**src/rcr_pkg.sv**
```systemverilog
// Package for the rail control register bank: offsets, field layout, reset values.
// Assumes an 8-bit register port already decoded from the serial link.
package rcr_pkg;
  localparam logic [7:0] RCR_OFS_SWITCHER_SIX = 8'h27;
  localparam logic [7:0] RCR_OFS_LINEAR_TWO = 8'h28;
  localparam logic [7:0] RCR_OFS_LINEAR_THREE = 8'h29;
  localparam int RCR_SLP_HI = 5;
  localparam int RCR_SLP_LO = 4;
  localparam int RCR_MODE_BIT = 1;
  localparam int RCR_ON_BIT = 0;
  localparam logic [1:0] RCR_SLP_OFF = 2'h0;
  localparam logic [1:0] RCR_SLP_ON = 2'h3;
  // Writable masks; bits 7:6 are read-only zero
  localparam logic [7:0] RCR_WR_MASK = 8'h3f;
  // Reset images follow the factory table: reserved ones set, rest zero
  localparam logic [7:0] RCR_RST_SWITCHER = 8'h0c;
  localparam logic [7:0] RCR_RST_LINEAR = 8'h0c;
  localparam logic [7:0] RCR_RD_UNMAPPED = 8'h00;

  typedef enum logic [1:0] {
    RCR_RAIL_SWITCHER_SIX = 2'b00,
    RCR_RAIL_LINEAR_TWO = 2'b01,
    RCR_RAIL_LINEAR_THREE = 2'b10
  } rcr_rail_t;

  typedef struct packed {
    logic enable;
    logic use_sleep_code;
    logic pwm_force;
  } rcr_rail_ctl_t;

  typedef struct packed {
    logic wr_en;
    logic [7:0] addr;
    logic [7:0] wdata;
  } rcr_wr_t;
endpackage : rcr_pkg

```
**src/rcr_bank.sv**
```systemverilog
// Rail control register bank: three control registers and their rail outputs.
// Assumes a decoded byte write/read port from the serial interface, in mclk domain.
`timescale 1ns/1ns
module rcr_bank #(
  // Factory sleep-pin choice per rail: 0 pin one, 1 pin two
  parameter bit SW6_SLEEP_PIN_TWO = 1'b0,
  parameter bit LIN2_SLEEP_PIN_TWO = 1'b0,
  parameter bit LIN3_SLEEP_PIN_TWO = 1'b0
) (
  input wire logic mclk,
  input wire logic rst_n,
  input wire logic ce,
  input rcr_pkg::rcr_wr_t bus_wr,
  input wire logic [7:0] rd_addr,
  output logic [7:0] rd_data,
  input wire logic control_in_three_sleep_pin_one,
  input wire logic control_in_six_sleep_pin_two,
  input wire logic switcher_six_pin_enable,
  input wire logic linear_two_pin_enable,
  input wire logic linear_three_pin_enable,
  output rcr_pkg::rcr_rail_ctl_t switcher_six_ctl,
  output rcr_pkg::rcr_rail_ctl_t linear_two_ctl,
  output rcr_pkg::rcr_rail_ctl_t linear_three_ctl
);
  logic [7:0] sw6_val;
  logic [7:0] lin2_val;
  logic [7:0] lin3_val;
  logic [7:0] rd_data_d;
  logic [7:0] rd_data_q;
  logic sw6_pin;
  logic lin2_pin;
  logic lin3_pin;
  logic sw6_wr;
  logic lin2_wr;
  logic lin3_wr;
  logic [1:0] sw6_sel;
  logic [1:0] lin2_sel;
  logic [1:0] lin3_sel;

  // One decoded strobe per register; other offsets fall through
  assign sw6_wr = bus_wr.wr_en && (bus_wr.addr == rcr_pkg::RCR_OFS_SWITCHER_SIX);
  assign lin2_wr = bus_wr.wr_en && (bus_wr.addr == rcr_pkg::RCR_OFS_LINEAR_TWO);
  assign lin3_wr = bus_wr.wr_en && (bus_wr.addr == rcr_pkg::RCR_OFS_LINEAR_THREE);

  // Fixed routing, no register can reach it
  assign sw6_pin = SW6_SLEEP_PIN_TWO ? control_in_six_sleep_pin_two
                                     : control_in_three_sleep_pin_one;
  assign lin2_pin = LIN2_SLEEP_PIN_TWO ? control_in_six_sleep_pin_two
                                       : control_in_three_sleep_pin_one;
  assign lin3_pin = LIN3_SLEEP_PIN_TWO ? control_in_six_sleep_pin_two
                                       : control_in_three_sleep_pin_one;

  // Reserved fields below bit 6 are stored as written; software keeps them at the
  // documented patterns select codes limited to 00/11
  rcr_rail #(.RST_VAL(rcr_pkg::RCR_RST_SWITCHER), .HAS_MODE(1'b1)) u_sw6 (
    .mclk(mclk),
    .rst_n(rst_n),
    .ce(ce),
    .wr(sw6_wr),
    .wdata(bus_wr.wdata),
    .sleep_pin(sw6_pin),
    .pin_enable(switcher_six_pin_enable),
    .value(sw6_val),
    .ctl(switcher_six_ctl)
  );
  rcr_rail #(.RST_VAL(rcr_pkg::RCR_RST_LINEAR), .HAS_MODE(1'b0)) u_lin2 (
    .mclk(mclk),
    .rst_n(rst_n),
    .ce(ce),
    .wr(lin2_wr),
    .wdata(bus_wr.wdata),
    .sleep_pin(lin2_pin),
    .pin_enable(linear_two_pin_enable),
    .value(lin2_val),
    .ctl(linear_two_ctl)
  );
  rcr_rail #(.RST_VAL(rcr_pkg::RCR_RST_LINEAR), .HAS_MODE(1'b0)) u_lin3 (
    .mclk(mclk),
    .rst_n(rst_n),
    .ce(ce),
    .wr(lin3_wr),
    .wdata(bus_wr.wdata),
    .sleep_pin(lin3_pin),
    .pin_enable(linear_three_pin_enable),
    .value(lin3_val),
    .ctl(linear_three_ctl)
  );

  always_comb begin
    rd_data_d = rd_data_q;
    if (ce) begin
      case (rd_addr)
        rcr_pkg::RCR_OFS_SWITCHER_SIX: rd_data_d = sw6_val;
        rcr_pkg::RCR_OFS_LINEAR_TWO: rd_data_d = lin2_val;
        rcr_pkg::RCR_OFS_LINEAR_THREE: rd_data_d = lin3_val;
        default: rd_data_d = rcr_pkg::RCR_RD_UNMAPPED;
      endcase
    end
  end

  always_ff @(posedge mclk or negedge rst_n) begin
    if (!rst_n) begin
      rd_data_q <= rcr_pkg::RCR_RD_UNMAPPED;
    end else begin
      rd_data_q <= rd_data_d;
    end
  end

  assign rd_data = rd_data_q;

  // Select fields pulled out for the sleep checks
  assign sw6_sel = sw6_val[rcr_pkg::RCR_SLP_HI:rcr_pkg::RCR_SLP_LO];
  assign lin2_sel = lin2_val[rcr_pkg::RCR_SLP_HI:rcr_pkg::RCR_SLP_LO];
  assign lin3_sel = lin3_val[rcr_pkg::RCR_SLP_HI:rcr_pkg::RCR_SLP_LO];

  // Mode bit exists only on the switcher
  a_lin_no_mode: assert property (@(posedge mclk) disable iff (!rst_n)
    !linear_two_ctl.pwm_force && !linear_three_ctl.pwm_force)
    else $error("linear rail shows a mode bit");
  a_sw6_mode_tracks: assert property (@(posedge mclk) disable iff (!rst_n)
    switcher_six_ctl.pwm_force == sw6_val[rcr_pkg::RCR_MODE_BIT])
    else $error("switcher mode not from bit 1");

  // On bit low wins over every pin; high hands the choice to the pins
  a_sw6_off: assert property (@(posedge mclk) disable iff (!rst_n)
    !sw6_val[rcr_pkg::RCR_ON_BIT] |-> !switcher_six_ctl.enable)
    else $error("switcher on with bit clear");
  a_sw6_on_pins: assert property (@(posedge mclk) disable iff (!rst_n)
    sw6_val[rcr_pkg::RCR_ON_BIT] |-> switcher_six_ctl.enable == switcher_six_pin_enable)
    else $error("switcher enable not from pins");
  a_lin2_off: assert property (@(posedge mclk) disable iff (!rst_n)
    !lin2_val[rcr_pkg::RCR_ON_BIT] |-> !linear_two_ctl.enable)
    else $error("linear two on with bit clear");
  a_lin2_on_pins: assert property (@(posedge mclk) disable iff (!rst_n)
    lin2_val[rcr_pkg::RCR_ON_BIT] |-> linear_two_ctl.enable == linear_two_pin_enable)
    else $error("linear two enable not from pins");
  a_lin3_off: assert property (@(posedge mclk) disable iff (!rst_n)
    !lin3_val[rcr_pkg::RCR_ON_BIT] |-> !linear_three_ctl.enable)
    else $error("linear three on with bit clear");
  a_lin3_on_pins: assert property (@(posedge mclk) disable iff (!rst_n)
    lin3_val[rcr_pkg::RCR_ON_BIT] |-> linear_three_ctl.enable == linear_three_pin_enable)
    else $error("linear three enable not from pins");

  // Sleep code needs select 11 and the routed pin low; reserved codes act as 00
  a_sw6_sleep_on: assert property (@(posedge mclk) disable iff (!rst_n)
    sw6_sel == rcr_pkg::RCR_SLP_ON && !sw6_pin |-> switcher_six_ctl.use_sleep_code)
    else $error("switcher missed sleep code");
  a_sw6_sleep_off: assert property (@(posedge mclk) disable iff (!rst_n)
    sw6_sel == rcr_pkg::RCR_SLP_OFF |-> !switcher_six_ctl.use_sleep_code)
    else $error("switcher sleep code with select off");
  a_sw6_sleep_awake: assert property (@(posedge mclk) disable iff (!rst_n)
    sw6_pin |-> !switcher_six_ctl.use_sleep_code)
    else $error("switcher sleep code with pin high");
  a_lin2_sleep_on: assert property (@(posedge mclk) disable iff (!rst_n)
    lin2_sel == rcr_pkg::RCR_SLP_ON && !lin2_pin |-> linear_two_ctl.use_sleep_code)
    else $error("linear two missed sleep code");
  a_lin2_sleep: assert property (@(posedge mclk) disable iff (!rst_n)
    lin2_sel == rcr_pkg::RCR_SLP_OFF |-> !linear_two_ctl.use_sleep_code)
    else $error("linear two sleep code with select off");
  a_lin2_sleep_awake: assert property (@(posedge mclk) disable iff (!rst_n)
    lin2_pin |-> !linear_two_ctl.use_sleep_code)
    else $error("linear two sleep code with pin high");
  a_lin3_sleep: assert property (@(posedge mclk) disable iff (!rst_n)
    lin3_sel == rcr_pkg::RCR_SLP_ON && !lin3_pin |-> linear_three_ctl.use_sleep_code)
    else $error("linear three missed sleep code");
  a_lin3_sleep_off: assert property (@(posedge mclk) disable iff (!rst_n)
    lin3_sel == rcr_pkg::RCR_SLP_OFF |-> !linear_three_ctl.use_sleep_code)
    else $error("linear three sleep code with select off");
  a_lin3_sleep_awake: assert property (@(posedge mclk) disable iff (!rst_n)
    lin3_pin |-> !linear_three_ctl.use_sleep_code)
    else $error("linear three sleep code with pin high");

  // Writes land one edge later with the top two bits dropped
  a_sw6_write_lands: assert property (@(posedge mclk) disable iff (!rst_n)
    ce && bus_wr.wr_en && bus_wr.addr == rcr_pkg::RCR_OFS_SWITCHER_SIX
    |=> sw6_val == ($past(bus_wr.wdata) & rcr_pkg::RCR_WR_MASK))
    else $error("switcher write not stored masked");
  a_lin2_write_lands: assert property (@(posedge mclk) disable iff (!rst_n)
    ce && bus_wr.wr_en && bus_wr.addr == rcr_pkg::RCR_OFS_LINEAR_TWO
    |=> lin2_val == ($past(bus_wr.wdata) & rcr_pkg::RCR_WR_MASK))
    else $error("linear two write not stored masked");
  a_lin3_write_lands: assert property (@(posedge mclk) disable iff (!rst_n)
    ce && bus_wr.wr_en && bus_wr.addr == rcr_pkg::RCR_OFS_LINEAR_THREE
    |=> lin3_val == ($past(bus_wr.wdata) & rcr_pkg::RCR_WR_MASK))
    else $error("linear three write not stored masked");
  a_regs_top_zero: assert property (@(posedge mclk) disable iff (!rst_n)
    ((sw6_val | lin2_val | lin3_val) & ~rcr_pkg::RCR_WR_MASK) == 8'h00)
    else $error("register top bits not zero");

  // Only an own, enabled write may move a rail's register
  a_sw6_holds: assert property (@(posedge mclk) disable iff (!rst_n)
    !(ce && bus_wr.wr_en && bus_wr.addr == rcr_pkg::RCR_OFS_SWITCHER_SIX)
    |=> $stable(sw6_val))
    else $error("switcher register changed without a write");
  a_lin2_holds: assert property (@(posedge mclk) disable iff (!rst_n)
    !(ce && bus_wr.wr_en && bus_wr.addr == rcr_pkg::RCR_OFS_LINEAR_TWO)
    |=> $stable(lin2_val))
    else $error("linear two register changed without a write");
  a_lin3_holds: assert property (@(posedge mclk) disable iff (!rst_n)
    !(ce && bus_wr.wr_en && bus_wr.addr == rcr_pkg::RCR_OFS_LINEAR_THREE)
    |=> $stable(lin3_val))
    else $error("linear three register changed without a write");

  // Read data is registered, so it shows the register as of the edge before
  a_read_back: assert property (@(posedge mclk) disable iff (!rst_n)
    ce && rd_addr == rcr_pkg::RCR_OFS_LINEAR_TWO |=> rd_data == $past(lin2_val))
    else $error("linear two read data wrong");
  a_sw6_read_back: assert property (@(posedge mclk) disable iff (!rst_n)
    ce && rd_addr == rcr_pkg::RCR_OFS_SWITCHER_SIX |=> rd_data == $past(sw6_val))
    else $error("switcher read data wrong");
  a_lin3_read_back: assert property (@(posedge mclk) disable iff (!rst_n)
    ce && rd_addr == rcr_pkg::RCR_OFS_LINEAR_THREE |=> rd_data == $past(lin3_val))
    else $error("linear three read data wrong");
  a_read_top_zero: assert property (@(posedge mclk) disable iff (!rst_n)
    (rd_data & ~rcr_pkg::RCR_WR_MASK) == 8'h00)
    else $error("read data top bits not zero");
endmodule : rcr_bank

```
**src/rcr_rail.sv**
```systemverilog
// One rail's control register with its decode of sleep select and on bit.
// Assumes the write strobe is already qualified by address match.
`timescale 1ns/1ns
module rcr_rail #(
  parameter logic [7:0] RST_VAL = rcr_pkg::RCR_RST_LINEAR,
  parameter bit HAS_MODE = 1'b0
) (
  input wire logic mclk,
  input wire logic rst_n,
  input wire logic ce,
  input wire logic wr,
  input wire logic [7:0] wdata,
  input wire logic sleep_pin,
  input wire logic pin_enable,
  output logic [7:0] value,
  output rcr_pkg::rcr_rail_ctl_t ctl
);
  logic [7:0] reg_q;
  logic [7:0] reg_d;

  always_comb begin
    reg_d = reg_q;
    if (ce && wr) begin
      reg_d = wdata & rcr_pkg::RCR_WR_MASK;
    end
  end

  always_ff @(posedge mclk or negedge rst_n) begin
    if (!rst_n) begin
      reg_q <= RST_VAL;
    end else begin
      reg_q <= reg_d;
    end
  end

  assign value = reg_q;

  always_comb begin
    // Reserved select codes act like 00: safest is the normal code
    ctl.use_sleep_code = (reg_q[rcr_pkg::RCR_SLP_HI:rcr_pkg::RCR_SLP_LO] == rcr_pkg::RCR_SLP_ON)
      && !sleep_pin;
    ctl.enable = reg_q[rcr_pkg::RCR_ON_BIT] && pin_enable;
    ctl.pwm_force = HAS_MODE ? reg_q[rcr_pkg::RCR_MODE_BIT] : 1'b0;
  end

  a_off_overrides: assert property (@(posedge mclk) disable iff (!rst_n)
    !reg_q[rcr_pkg::RCR_ON_BIT] |-> !ctl.enable)
    else $error("rail enabled while on bit clear");
  a_sleep_code_use: assert property (@(posedge mclk) disable iff (!rst_n)
    ctl.use_sleep_code
    |-> (reg_q[rcr_pkg::RCR_SLP_HI:rcr_pkg::RCR_SLP_LO] == rcr_pkg::RCR_SLP_ON) && !sleep_pin)
    else $error("sleep code used without select and low pin");
  a_top_bits_zero: assert property (@(posedge mclk) disable iff (!rst_n)
    (value & ~rcr_pkg::RCR_WR_MASK) == 8'h00)
    else $error("reserved top bits not zero");
endmodule : rcr_rail
```
**config.mk**
```make
export PLATFORM = sky130hd
export DESIGN_NAME = rcr_bank
export DESIGN_NICKNAME = d
export VERILOG_FILES = /design/src/rcr_pkg.sv /design/src/rcr_bank.sv /design/src/rcr_rail.sv
export SDC_FILE = /design/constraint.sdc
export NUM_CORES = 1
export LEC_CHECK = 0
export ABC_CLOCK_PERIOD_IN_PS = 1000
export BUFFER_PORTS_ARGS = -buffer_cell sky130_fd_sc_hd__buf_4
export CORE_MARGIN = 8
export CORE_UTILIZATION = 42
export CTS_CLUSTER_SIZE = 25
export DETAILED_ROUTE_END_ITERATION = 8
export HOLD_SLACK_MARGIN = 0.12
export PLACE_DENSITY_LB_ADDON = 0.12
export SYNTH_ARGS = -nofsm -noshare
export SYNTH_HDL_FRONTEND = slang
export SYNTH_SLANG_ARGS = --single-unit
```
**constraint.sdc**
```tcl
create_clock -name mclk -period 1 [get_ports mclk]
set_input_delay 0.15 -clock mclk [delete_from_list [all_inputs] [get_ports mclk]]
set_output_delay 0.15 -clock mclk [all_outputs]
set_load 0.05 [all_outputs]
```
Word-level counts from Yosys, hierarchy flattened
Cells that the tools add are included.

Eq/ne operators: 9. Muxes and demuxes: 1. Reductions and logical operators: 13.

Operators with widths (number): $eq 8x6->1 const B (6); $pmux 6 s3 (1); $logic_and 1x1->1 (12); $eq 2x2->1 const B (3); $logic_not 1->1 (1).

Register bits: 26. Output and inout port bits: 17.

Logic depth before layout (Yosys ltp)
Depth after elaboration: 3. Depth in mapped cells: 4. Mapped depth without buffers: 3.

Modules after synthesis
From an unflattened synthesis, not the netlist that was laid out.

Cells, all modules: 115. Area total of the unflattened synthesis: 1437.6 µm².

Modules (own cells, without submodules): rcr_rail (times used 3, cells each 20, area an instance 294.0 µm²); rcr_bank (times used 1, cells each 55, area an instance 555.5 µm²).

Worst setup path before layout
No wires, ideal clock.

Path kind: input to register. Start point: in bus_wr[8] in the netlist's numbering. End point: reg u_lin2.reg_q[0] (netlist: u_lin2.value[0]). Arrival: 1345 ps. Data required time: 875 ps. Slack: -470 ps. Stages on the path: 4. Path through: or3b_1 > or4_1 > buf_4 > mux2_4.

Cells in the longest elaborated chain, start to end: 3.

RTL lines: from (decl) (RTL line rcr_bank.sv:13) `input rcr_pkg::rcr_wr_t bus_wr,`; $eq 8x6->1 (RTL line rcr_bank.sv:42) `assign lin2_wr = bus_wr.wr_en && (bus_wr.addr == rcr_pkg::RCR_OFS_LINEAR_TWO);`; $logic_and 1x1->1 (RTL line rcr_bank.sv:42); $logic_and 1x1->1 (RTL line rcr_rail.sv:23) `if (ce && wr) begin`; to (signal assigned) (RTL line rcr_rail.sv:32) `reg_q <= reg_d;`; to (decl) (RTL line rcr_rail.sv:18) `logic [7:0] reg_q;`.

No other way between the ends. A chain may end at the register's enable or synchronous reset.

==> impl_metrics.ini <==
[pwr]
p_switching_uw = 439
p_comb_frac = 0.191
p_clk_frac = 0.239
internal-power_uw = 1330
powerDensity_nw_per_um2 = 878
seq_power_share = 0.570
p_leak_uw = 0.000969
total_power_uw = 1770
netSwitchingFraction = 0.248
peakVddDrop_uv = 671

[clocking]
cts-root-buf = clkbuf_4
cts_buffer_depth = 2
clkLatencyLatePin_ns = 0.30
clkSinkCount = 24
cts_made_buffers = 3
cts_tree = yes
cts.reportedPaths.clkPinSlew_ns = 0.12
htreeDepth = 1

[floorplan]
initial_core_util = 0.439
die_w_um = 69.5
die_h_um = 69.5
boundaryPins = 50
fp-row-count = 19
die-area_um2 = 4830
core_um2 = 2730

[sta]
rsz0062_at_grt = true
slew_violations = 0
fmax_ghz = 0.792
setup_slack_ns = -0.263
fin_skew_ns = 0.00101
layout_min_cycle_time_ns = 1.26
hold_viol_final = 0
finalSetupViolCount = 32
finalCritPeriodShare = 1.26
finalSetupTns_ns = -4.42

[grt]
grt_use_total = 0.147
overflow = 0
grt_max_degree = 25
first_global_vias = 1206
antenna_found_initial = 0
grt_pass1_wl_um = 5910

[critical_path]
r2r-start = u_lin2.value[4]
worstRegToRegCells = 5
r2r-end = rd_data[4]
setup.worst_path.class = register to primary output
timing.critical_path.fanout_max = 2
cpMostUsedCell = buf_6
crit_family = flip-flops
crit_arrival_ns = 1.11
worst_setup_path_end_kind = primary output
worst_setup_path_start_kind = register
max_stage_delay_ns = 0.39
path_cells = buf_6 -> nand2_4 -> nor2_4 -> buf_6
slowest_stage = dfrtp_1
r2r_slack_ns = -0.26
cp.required_ns = 0.85
worst-path-buf-inv = 2

[routing]
drc_errors = 0
drtIter0Drc = 35
viasPerCell = 5.25
routed_wl_um = 3420
first_pass_iters = 4
wire_per_inst_um = 17.0
vias = 1060
antenna_left = 0

[synthesis]
avgSynthCellArea_um2 = 12.4
synth_seq_cells = 24
post-synth-top-area-fraction = 0.375
synth.largest_area_cell = dfrtp_1
netlist_area_um2 = 1200
synth_area_leaders = dfrtp_1 (38%), dfstp_2 (13%), mux2_2 (12%)
yosysWarnings = 0
synth_cells = 97
ys_types = 25
synth.yosys.seq_area_share = 0.506

[cells_and_area]
nNetsFinal = 205
diodes = 0
stdcell_count = 202
fill_cells = 192
drive_gt1_frac = 0.655
syn_to_final_growth_pct = 68.0

[placement]
io_buffers = 42
place_congestion = 0.761
dp_cells = 180
hpwl_um = 2530

[hold_path]
min_from = ce
min_to = rd_data[4]
whs_path_depth = 3
min_path_type = input pin to register

[flow_run]
cap_violations = 0

[status]
violations = negative setup slack
status = finished with violations
-- sequential cells by signal (all words and copies together), names as in the netlist --
register / flops
rd_data: 6
u_lin2.value: 6
u_lin3.value: 6
u_sw6.value: 6
-- cells by family (layout without fill, tap and decap cells) --
kind of cell / Yosys count / after routing / share of synthesized area
compound gates: 12 / 12 / 0.0802
mux: 19 / 19 / 0.197
flops: 24 / 24 / 0.506
buf+inv: 8 / 79 / 0.0437
other cells: 1 / 4 / 0.00312
simple gates: 33 / 33 / 0.170
-- per-stage QoR --
| stage | setup slack, ns | hold WS (ns) | utilization | instance area (µm²) |
|---|---|---|---|---|
| final | -0.263 | 0.191 | 0.738 | 2020 |
| after global routing | -0.314 | 0.181 | 0.738 | 2020 |
| after CTS | -0.279 | 0.187 | 0.713 | 1950 |
| after detailed placement | -0.647 | 0.0649 | 0.626 | 1710 |
| after global placement | -0.602 | 0.0566 | 0.626 | 1710 |
| after floorplan | -0.467 | -0.146 | - | 1310 |
-- cell usage in the layout (no fill, tap or decap), types with 2 or more instances in the layout --
master / netlist / routed
buf_4: 6 / 49
and2_4: 0 / 3
nor4b_2: 0 / 2
o221ai_1: 5 / 5
mux2_4: 6 / 18
dfrtp_1: 18 / 18
nor2_2: 0 / 2
a22oi_1: 5 / 4
clkbuf_4: 0 / 3
nand2b_1: 6 / 6
dfstp_2: 6 / 6
buf_6: 0 / 18
conb_1: 1 / 4
nand2_1: 10 / 8
dlygate4sd3_1: 0 / 7
nor4_4: 0 / 2
-- tightest hold or removal path, stage by stage --
cell	delay, ns
buf_4	0.08
buf_4	0.14
o22ai_1	0.09
-- layout make-up --
cell class | count | area [µm²] | area share
Inverter | 1 | 3.75 | 0.00186
Sequential cell | 24 | 608 | 0.301
Timing Repair Buffer | 74 | 641 | 0.317
Multi-Input combinational cell | 68 | 701 | 0.347
Tap cell | 31 | 38.8 | 0.0192
Clock buffer | 4 | 26.3 | 0.0130
-- power groups by stage --
stage | logic (µW) | registers (µW) | clock network (µW)
floorplan | 125 | 1020 | 0
global placement | 271 | 1030 | 0
detailed placement | 281 | 1030 | 0
CTS | 322 | 1010 | 444
global route | 362 | 1010 | 491
finish | 338 | 1010 | 423
-- worst max path at each step --
stage	startpoint	endpoint	slack (ns)	depth (start not counted)
after floorplan	bus_wr[8]	u_lin2.value[0]	-0.47	4
after global placement	bus_wr[8]	u_lin2.value[4]	-0.60	5
after detailed placement	bus_wr[8]	u_lin2.value[4]	-0.65	5
after CTS	u_lin2.value[4]	linear_two_ctl[1]	-0.28	4
after global routing	u_lin2.value[4]	rd_data[4]	-0.31	5
final	u_lin2.value[4]	linear_two_ctl[1]	-0.26	4
-- metal layers --
metal  wire [µm]  vias to the layer above  GRT usage
li1            -                      494          -
met1        1460                      530      0.180
met2        1730                       34      0.244
met3         209                        2     0.0458
met4          19                        0     0.0342
met5           0                        -          0
-- timing repair --
action	in CTS	in global routing
endpoints found under the setup margin	37	37
pin swaps	3	3
endpoints found under the hold margin	42	0
buffers inserted	8	4
hold buffers	7	0
gates resized for setup	22	11
-- Yosys cell counts, drive strengths merged --
| cell type | number |
|---|---|
| a22oi | 5 |
| a32oi | 1 |
| and2 | 3 |
| and3b | 1 |
| buf | 6 |
| clkbuf | 1 |
| conb | 1 |
| dfrtp | 18 |
| dfstp | 6 |
| inv | 1 |
| mux2 | 19 |
| nand2 | 10 |
| nand2b | 6 |
| nand3 | 1 |
| nand3b | 1 |
| nand4bb | 1 |
| nor2 | 3 |
| nor3b | 1 |
| nor4 | 2 |
| nor4b | 2 |
| o221ai | 5 |
| o22ai | 1 |
| or3b | 1 |
| or4 | 1 |
Note: power is estimated with default switching activity, not from simulation.
